--- src/gpio_port_pkg.sv ---
// constants for the five-pin port with trace hand-over
package gpio_port_pkg;
  localparam int NUM_PINS = 5;
  localparam logic [31:0] BASE_ADDR = 32'h400C_0500;
  localparam logic [11:0] PIN_DATA_OFS = 12'h000;
  localparam logic [11:0] OUTPUT_ENABLE_CTL_OFS = 12'h004;
  localparam logic [11:0] FUNCTION_SELECT_OFS = 12'h008;
  localparam logic [11:0] OPEN_DRAIN_CTL_OFS = 12'h028;
  localparam logic [11:0] PULLUP_CTL_OFS = 12'h02C;
  localparam logic [11:0] INPUT_ENABLE_CTL_OFS = 12'h038;
  localparam logic [4:0] REG_RESET = 5'h00;
  localparam logic [1:0] RESP_OKAY = 2'h0;
  localparam logic [1:0] RESP_SLVERR = 2'h2;
  localparam int TRACE_CLK_PIN = 0;
  localparam int TRACE_DATA_LSB = 1;
endpackage : gpio_port_pkg

--- src/gpio_pin_if.sv ---
// per-pin configuration bundle between register file and pad mux
`timescale 1ns/10ps
`default_nettype none
interface gpio_pin_if;
  logic [4:0] data;
  logic [4:0] oe;
  logic [4:0] fsel;
  logic [4:0] od;
  logic [4:0] pu;
  logic [4:0] ie;
  logic [4:0] pin_in;
  logic [4:0] rd_in;
  modport regs (output data, oe, fsel, od, pu, ie, pin_in, input rd_in);
  modport mux (input data, oe, fsel, od, pu, ie, pin_in, output rd_in);
endinterface : gpio_pin_if
`default_nettype wire

--- src/gpio_pad_mux.sv ---
// pad mux: gpio vs trace, push-pull vs open-drain
`timescale 1ns/10ps
`default_nettype none
module gpio_pad_mux (
  input wire logic aclk,
  input wire logic aresetn,
  gpio_pin_if.mux cfg,
  input wire logic trace_clock_out,
  input wire logic [3:0] trace_data,
  output logic [4:0] pad_out_ff,
  output logic [4:0] pad_oe_ff,
  output logic [4:0] pad_pullup_ff
);
  logic [4:0] alt_val;
  logic [4:0] nxt_out;
  logic [4:0] nxt_oe;
  // trace_data[0] doubles as single_wire_viewer_out
  assign alt_val = {trace_data, trace_clock_out};

  genvar g;
  generate
    for (g = 0; g < 5; g++) begin : g_pin
      always_comb begin
        if (cfg.fsel[g]) begin
          nxt_out[g] = alt_val[g];
          nxt_oe[g] = 1'b1;
        end else if (cfg.od[g]) begin
          nxt_out[g] = 1'b0;
          nxt_oe[g] = cfg.oe[g] & ~cfg.data[g];
        end else begin
          nxt_out[g] = cfg.data[g];
          nxt_oe[g] = cfg.oe[g];
        end
      end
      // disabled input reads zero
      assign cfg.rd_in[g] = cfg.ie[g] & cfg.pin_in[g];
    end
  endgenerate

  always_ff @(posedge aclk) begin
    if (!aresetn) begin
      pad_out_ff <= 5'h00;
      pad_oe_ff <= 5'h00;
      pad_pullup_ff <= 5'h00;
    end else begin
      pad_out_ff <= nxt_out;
      pad_oe_ff <= nxt_oe;
      pad_pullup_ff <= cfg.pu & ~nxt_oe;
    end
  end

  a_oe_follows_cfg: assert property (@(posedge aclk) disable iff (!aresetn)
    (!cfg.fsel[2] && !cfg.od[2]) |=> pad_oe_ff[2] == $past(cfg.oe[2]))
    else $error("pad oe does not follow output enable");
  a_trace_clock_pin: assert property (@(posedge aclk) disable iff (!aresetn)
    cfg.fsel[0] |=> (pad_oe_ff[0] && pad_out_ff[0] == $past(trace_clock_out)))
    else $error("trace clock not on pin0");
  a_open_drain_high: assert property (@(posedge aclk) disable iff (!aresetn)
    (!cfg.fsel[3] && cfg.od[3] && cfg.data[3]) |=> !pad_oe_ff[3])
    else $error("open-drain pin drives high");
  a_input_gated: assert property (@(posedge aclk) disable iff (!aresetn)
    !cfg.ie[1] |-> cfg.rd_in[1] == 1'b0)
    else $error("disabled input not zero");
endmodule : gpio_pad_mux
`default_nettype wire

--- src/gpio_port_top.sv ---
// five-pin port: axi4-lite registers, input sync, pad mux
//
// Register access over AXI4-Lite is this design's own decision.
`timescale 1ns/10ps
`default_nettype none
module gpio_port_top (
  input wire logic aclk,
  input wire logic aresetn,
  input wire logic [31:0] s_axi_awaddr,
  input wire logic s_axi_awvalid,
  output logic s_axi_awready,
  input wire logic [31:0] s_axi_wdata,
  input wire logic [3:0] s_axi_wstrb,
  input wire logic s_axi_wvalid,
  output logic s_axi_wready,
  output logic [1:0] s_axi_bresp,
  output logic s_axi_bvalid,
  input wire logic s_axi_bready,
  input wire logic [31:0] s_axi_araddr,
  input wire logic s_axi_arvalid,
  output logic s_axi_arready,
  output logic [31:0] s_axi_rdata,
  output logic [1:0] s_axi_rresp,
  output logic s_axi_rvalid,
  input wire logic s_axi_rready,
  input wire logic [4:0] pin_in,
  output logic [4:0] pin_out,
  output logic [4:0] pin_oe,
  output logic [4:0] pin_pullup,
  input wire logic trace_clock_out,
  input wire logic [3:0] trace_data
);
  gpio_pin_if cfg ();

  logic [4:0] data_ff;
  logic [4:0] oe_ff;
  logic [4:0] fsel_ff;
  logic [4:0] od_ff;
  logic [4:0] pu_ff;
  logic [4:0] ie_ff;
  logic [4:0] sync1_ff;
  logic [4:0] sync2_ff;
  logic [31:0] awaddr_ff;
  logic [31:0] wdata_ff;
  logic [3:0] wstrb_ff;
  logic aw_held_ff;
  logic w_held_ff;
  logic wr_go;
  logic rd_go;
  logic [11:0] wr_ofs;

  // 4 KiB window; bits above the offset are decoded by the interconnect
  function automatic logic [2:0] decode(input logic [11:0] ofs);
    case (ofs)
      gpio_port_pkg::PIN_DATA_OFS: decode = 3'h0;
      gpio_port_pkg::OUTPUT_ENABLE_CTL_OFS: decode = 3'h1;
      gpio_port_pkg::FUNCTION_SELECT_OFS: decode = 3'h2;
      gpio_port_pkg::OPEN_DRAIN_CTL_OFS: decode = 3'h3;
      gpio_port_pkg::PULLUP_CTL_OFS: decode = 3'h4;
      gpio_port_pkg::INPUT_ENABLE_CTL_OFS: decode = 3'h5;
      default: decode = 3'h7;
    endcase
  endfunction : decode

  // pins are asynchronous to aclk
  always_ff @(posedge aclk) begin
    if (!aresetn) begin
      sync1_ff <= 5'h00;
      sync2_ff <= 5'h00;
    end else begin
      sync1_ff <= pin_in;
      sync2_ff <= sync1_ff;
    end
  end

  // write channel: address and data taken in either order
  assign wr_go = aw_held_ff && w_held_ff && !s_axi_bvalid;
  assign wr_ofs = {awaddr_ff[11:2], 2'h0};
  assign s_axi_awready = !aw_held_ff && !s_axi_bvalid;
  assign s_axi_wready = !w_held_ff && !s_axi_bvalid;

  always_ff @(posedge aclk) begin
    if (!aresetn) begin
      aw_held_ff <= 1'b0;
      awaddr_ff <= 32'h0000_0000;
    end else if (s_axi_awvalid && s_axi_awready) begin
      aw_held_ff <= 1'b1;
      awaddr_ff <= s_axi_awaddr;
    end else if (wr_go) begin
      aw_held_ff <= 1'b0;
    end
  end

  always_ff @(posedge aclk) begin
    if (!aresetn) begin
      w_held_ff <= 1'b0;
      wdata_ff <= 32'h0000_0000;
      wstrb_ff <= 4'h0;
    end else if (s_axi_wvalid && s_axi_wready) begin
      w_held_ff <= 1'b1;
      wdata_ff <= s_axi_wdata;
      wstrb_ff <= s_axi_wstrb;
    end else if (wr_go) begin
      w_held_ff <= 1'b0;
    end
  end

  always_ff @(posedge aclk) begin
    if (!aresetn) begin
      s_axi_bvalid <= 1'b0;
      s_axi_bresp <= gpio_port_pkg::RESP_OKAY;
    end else if (wr_go) begin
      s_axi_bvalid <= 1'b1;
      s_axi_bresp <= (decode(wr_ofs) == 3'h7) ? gpio_port_pkg::RESP_SLVERR
                                              : gpio_port_pkg::RESP_OKAY;
    end else if (s_axi_bready) begin
      s_axi_bvalid <= 1'b0;
    end
  end

  // only byte lane 0 carries register bits
  always_ff @(posedge aclk) begin
    if (!aresetn) begin
      data_ff <= gpio_port_pkg::REG_RESET;
      oe_ff <= gpio_port_pkg::REG_RESET;
      fsel_ff <= gpio_port_pkg::REG_RESET;
      od_ff <= gpio_port_pkg::REG_RESET;
      pu_ff <= gpio_port_pkg::REG_RESET;
      ie_ff <= gpio_port_pkg::REG_RESET;
    end else if (wr_go && wstrb_ff[0]) begin
      case (decode(wr_ofs))
        3'h0: data_ff <= wdata_ff[4:0];
        3'h1: oe_ff <= wdata_ff[4:0];
        3'h2: fsel_ff <= wdata_ff[4:0];
        3'h3: od_ff <= wdata_ff[4:0];
        3'h4: pu_ff <= wdata_ff[4:0];
        3'h5: ie_ff <= wdata_ff[4:0];
        default: ;
      endcase
    end
  end

  // read channel: one outstanding read, answered the cycle after arrival
  assign rd_go = s_axi_arvalid && s_axi_arready;
  assign s_axi_arready = !s_axi_rvalid;

  always_ff @(posedge aclk) begin
    if (!aresetn) begin
      s_axi_rvalid <= 1'b0;
      s_axi_rdata <= 32'h0000_0000;
      s_axi_rresp <= gpio_port_pkg::RESP_OKAY;
    end else if (rd_go) begin
      s_axi_rvalid <= 1'b1;
      s_axi_rresp <= gpio_port_pkg::RESP_OKAY;
      case (decode({s_axi_araddr[11:2], 2'h0}))
        // data reads back the gated pin level, upper bits zero
        3'h0: s_axi_rdata <= {27'h0, cfg.rd_in};
        3'h1: s_axi_rdata <= {27'h0, oe_ff};
        3'h2: s_axi_rdata <= {27'h0, fsel_ff};
        3'h3: s_axi_rdata <= {27'h0, od_ff};
        3'h4: s_axi_rdata <= {27'h0, pu_ff};
        3'h5: s_axi_rdata <= {27'h0, ie_ff};
        default: begin
          s_axi_rdata <= 32'h0000_0000;
          s_axi_rresp <= gpio_port_pkg::RESP_SLVERR;
        end
      endcase
    end else if (s_axi_rready) begin
      s_axi_rvalid <= 1'b0;
    end
  end

  assign cfg.data = data_ff;
  assign cfg.oe = oe_ff;
  assign cfg.fsel = fsel_ff;
  assign cfg.od = od_ff;
  assign cfg.pu = pu_ff;
  assign cfg.ie = ie_ff;
  assign cfg.pin_in = sync2_ff;

  gpio_pad_mux u_mux (
    .aclk(aclk),
    .aresetn(aresetn),
    .cfg(cfg),
    .trace_clock_out(trace_clock_out),
    .trace_data(trace_data),
    .pad_out_ff(pin_out),
    .pad_oe_ff(pin_oe),
    .pad_pullup_ff(pin_pullup)
  );

  a_reset_all_off: assert property (@(posedge aclk)
    !aresetn |=> (pin_oe == 5'h00 && pin_pullup == 5'h00))
    else $error("pins not released after reset");
  a_write_oe_reg: assert property (@(posedge aclk) disable iff (!aresetn)
    (wr_go && wstrb_ff[0] && wr_ofs == gpio_port_pkg::OUTPUT_ENABLE_CTL_OFS)
    |=> oe_ff == $past(wdata_ff[4:0]))
    else $error("output enable write lost");
  a_read_upper_zero: assert property (@(posedge aclk) disable iff (!aresetn)
    s_axi_rvalid |-> s_axi_rdata[31:5] == 27'h0)
    else $error("upper read bits nonzero");
  a_gpio_data_out: assert property (@(posedge aclk) disable iff (!aresetn)
    (!fsel_ff[4] && !od_ff[4] && oe_ff[4]) |=> pin_out[4] == $past(data_ff[4]))
    else $error("gpio pin not driven from data");
  a_bresp_one: assert property (@(posedge aclk) disable iff (!aresetn)
    wr_go |=> s_axi_bvalid)
    else $error("write response missing");

  c_write_done: cover property (@(posedge aclk) s_axi_bvalid && s_axi_bready);
  c_read_done: cover property (@(posedge aclk) s_axi_rvalid && s_axi_rready);
  c_trace_mode: cover property (@(posedge aclk) fsel_ff == 5'h1F);
  c_open_drain: cover property (@(posedge aclk) od_ff != 5'h00 && oe_ff != 5'h00);
endmodule : gpio_port_top
`default_nettype wire

--- config.mk ---
export PLATFORM = sky130hd
export DESIGN_NAME = gpio_port_top
export DESIGN_NICKNAME = d
export VERILOG_FILES = /design/src/gpio_port_pkg.sv /design/src/gpio_pin_if.sv /design/src/gpio_pad_mux.sv /design/src/gpio_port_top.sv
export SDC_FILE = /design/constraint.sdc
export NUM_CORES = 1
export LEC_CHECK = 0
export BUFFER_PORTS_ARGS = -buffer_cell sky130_fd_sc_hd__buf_2
export CAP_MARGIN = 30
export CORE_UTILIZATION = 50
export CTS_CLUSTER_DIAMETER = 200
export DETAILED_ROUTE_END_ITERATION = 10
export GPL_ROUTABILITY_DRIVEN = 0
export PLACE_DENSITY = 0.89
export SETUP_SLACK_MARGIN = 0.15
export SLEW_MARGIN = 20
export SYNTH_ARGS = -nofsm -noshare
export SYNTH_HDL_FRONTEND = slang
export SYNTH_SLANG_ARGS = --single-unit
export TNS_END_PERCENT = 20
--- constraint.sdc ---
create_clock -name aclk -period 7.57 [get_ports aclk]
set_clock_uncertainty 0.15 [all_clocks]
set_input_delay 0.757 -clock aclk [delete_from_list [all_inputs] [get_ports aclk]]
set_output_delay 0.757 -clock aclk [all_outputs]
set_load 0.01 [all_outputs]
==> results.md <==
* Status: finished, final reports clean
* TNS Setup at 0 ps
* Pwr Density at 207 mW/mm2
* Slowest stage delay, CP at 550 ps
* Vias per Instance at 5.04
* Max-Cap Viols at 0
* Standard-cell rows at 31
* # hold bufs at CTS at 0
* HPWL after DPL at 5.38 mm
* Leak at 1.75 nW
* Ant. Diodes at 0
* Die ar. at 0.00786 mm2
* Vert. Die Dim at 88.6 um
* Fmax at 300 MHz
* Area contributors post-synth: dfxtp_1 44%, mux2i_1 10%, nor2b_1 8.7%
* Clock Path Buffers at 2
* WP data arrival at 3430 ps
* Vias in the first global route at 2666
* Fin. Hold Viols at 0
* Synth top area share at 0.437
* Class of the most critical setup path: in -> reg
* Total congestion overflow at 0
* # IOs at 173
* Most common cell after layout, fill and taps aside: dfxtp_1
* Power, Total at 0.000882 W
* Largest net degree at the start of global routing at 79
* WP data required at 7670 ps
* # fillers at 659
* Mapped Cells at 405
* Routed WL per cell at 13.2 um
* Post-route ant nets at 0
* H-Tree Depth at 3
* Final Max Slew Viols at 0
* Root buf cell: clkbuf_8
* Worst-path clk slew at 80 ps
* Tmin final at 3330 ps
* CTS tree: built
* Highest-count cells in the layout ignoring fill and taps: 82 x dfxtp_1, 69 x buf_2, 52 x nor2b_1, 38 x nand2_1, 38 x mux2i_1
* Worst-path cell chain: buf_2, or4_4, nor2_1, nand4_1, ha_1, and4bb_2, o2bb2a_1, o21ai_0, nand2_1, a311oi_1
* Worst Hold Class: reg -> reg
* Die X at 88.6 um
* Post-Syn Area at 0.00375 mm2
* CP max-delay cell: or4_4
* Unrepaired setup endpoints after global routing: false
* Clock latency on the worst-skew pair at 350 ps
* TritonCTS buffer count at 9
* Syn. warnings at 0
* VDD IR max at 0.104 mV
* Initial core utilization at 0.518
* Initial antenna violation count at 0
* I/O Buffers at 69
* #FFs+latches synth at 82
* Synth Flop Type: dfxtp_1
* Async SR Flop Fraction at 0
* First-pass GRT wire length at 12.6 mm
* Worst Setup End Kind: flop
* WHS at 287 ps
* Clk sink count at 82
* Peak fanout along the critical path at 10
* CP Launch Type: primary input
* Vias at 2863
* Storage element area at 0.00164 mm2
* Slew margin rel. at 0.552
* Area leader, netlist: dfxtp_1
* Nets at 583
* DR pass1 iterations at 4
* Area Overhead vs Synth at 13.6%
* Multi-input combinational cell area at 0.00190 mm2
* Gr usage total at 0.211
* Fraction of layout instances using a drive strength above 1 at 0.205
* Register area share after synthesis at 0.437
* Drt total wl at 7.48 mm
* Synth unique cells at 49
* Final period util at 0.440
* Post-cts gate resize count at 0
* Setup violations, final at 0
* Setup bufs post-CTS at 0
* Core area at 0.00725 mm2
* Post-synthesis area per instance at 9.27 um2
* CP bufs+invs at 1
* DR iter-0 viols at 123
* CP top delay family: simple AND/OR/NAND/NOR gates
* DRC viols at 0
* Worst Tran Pin Value at 671 ps
* Number of synthesized flops with an enable pin at 0
[stage by stage]
step / worst slack, ps / std cells / instance area, um2 / util
after floorplan: 4380 / 433 / 3860 / -
after global routing: 4110 / 568 / 4270 / 0.588
after detailed placement: 3930 / 553 / 4040 / 0.557
after CTS: 4290 / 568 / 4270 / 0.588
after global placement: 4100 / 553 / 4040 / 0.557
final: 4240 / 568 / 4270 / 0.588
[Yosys cell counts, drive strengths merged (3+ instances only)]
cell type / n
nor2b: 52
nand3: 6
mux2i: 38
nand2b: 6
nand2: 38
inv: 5
o211ai: 3
and2: 14
dfxtp: 82
and3: 10
a21boi: 11
nor2: 21
buf: 33
o21ai: 9
nor4: 4
clkbuf: 16
nor3: 4
a22o: 5
a21oi: 10
a22oi: 6
[where the power goes]
group          internal (W)   total, W  switching [W]
registers          0.000443   0.000454      0.0000114
clock network      0.000203   0.000353       0.000150
logic             0.0000318  0.0000745      0.0000428
[cells by family (layout without fill, tap and decap cells)]
kind of cell	Yosys count	after routing	synth area share
multiplexers	38	38	0.101
AND/OR/NAND/NOR	169	169	0.257
XOR/XNOR	1	1	0.00233
other	1	29	0.000999
adder cells (fa/ha/maj)	1	1	0.00333
buffers and inverters	54	90	0.0837
AO/OA/AOI/OAI	59	59	0.114
flip-flops	82	82	0.437
[layer usage]
| layer | track usage | part of all wire | vias up | wire length [um] |
|---|---|---|---|---|
| met2 | 0.337 | 0.47 | 93 | 3530 |
| met4 | 0.110 | 0.023 | 0 | 170 |
| met1 | 0.271 | 0.46 | 1306 | 3430 |
| met3 | 0.0392 | 0.045 | 16 | 340 |
| li1 | - | - | 1448 | - |
| met5 | 0 | 0 | - | 0 |
[registers in the layout, summed over array words and instances (netlist names), 5 cells and up]
signal / flops
cfg.pu: 5
cfg.fsel: 5
sync1_ff: 5
cfg.pin_in: 5
wdata_ff: 5
s_axi_rdata: 5
cfg.data: 5
cfg.od: 5
cfg.ie: 5
cfg.oe: 5
awaddr_ff: 10
u_mux.pad_pullup_ff: 5
u_mux.pad_out_ff: 5
u_mux.pad_oe_ff: 5
[final timing paths]
check	startpoint	end	slack [ps]	depth (start not counted)
worst min register to register	sync1_ff[2]	cfg.pin_in[2]	290	1
worst max register to register	awaddr_ff[6]	cfg.fsel[0]	5500	5
worst max-delay path	s_axi_araddr[7]	s_axi_rdata[0]	4240	10
worst min-delay path	sync1_ff[2]	cfg.pin_in[2]	290	1
[cell type report]
type / instances / area share
tap: 99 / 0.0290
sequential: 82 / 0.385
clock buffer: 11 / 0.0355
timing repair buffer: 70 / 0.0827
inverter: 5 / 0.00440
multi-input combinational: 297 / 0.446
clock inverter: 4 / 0.0173
Note: power is estimated with default switching activity, not from simulation.
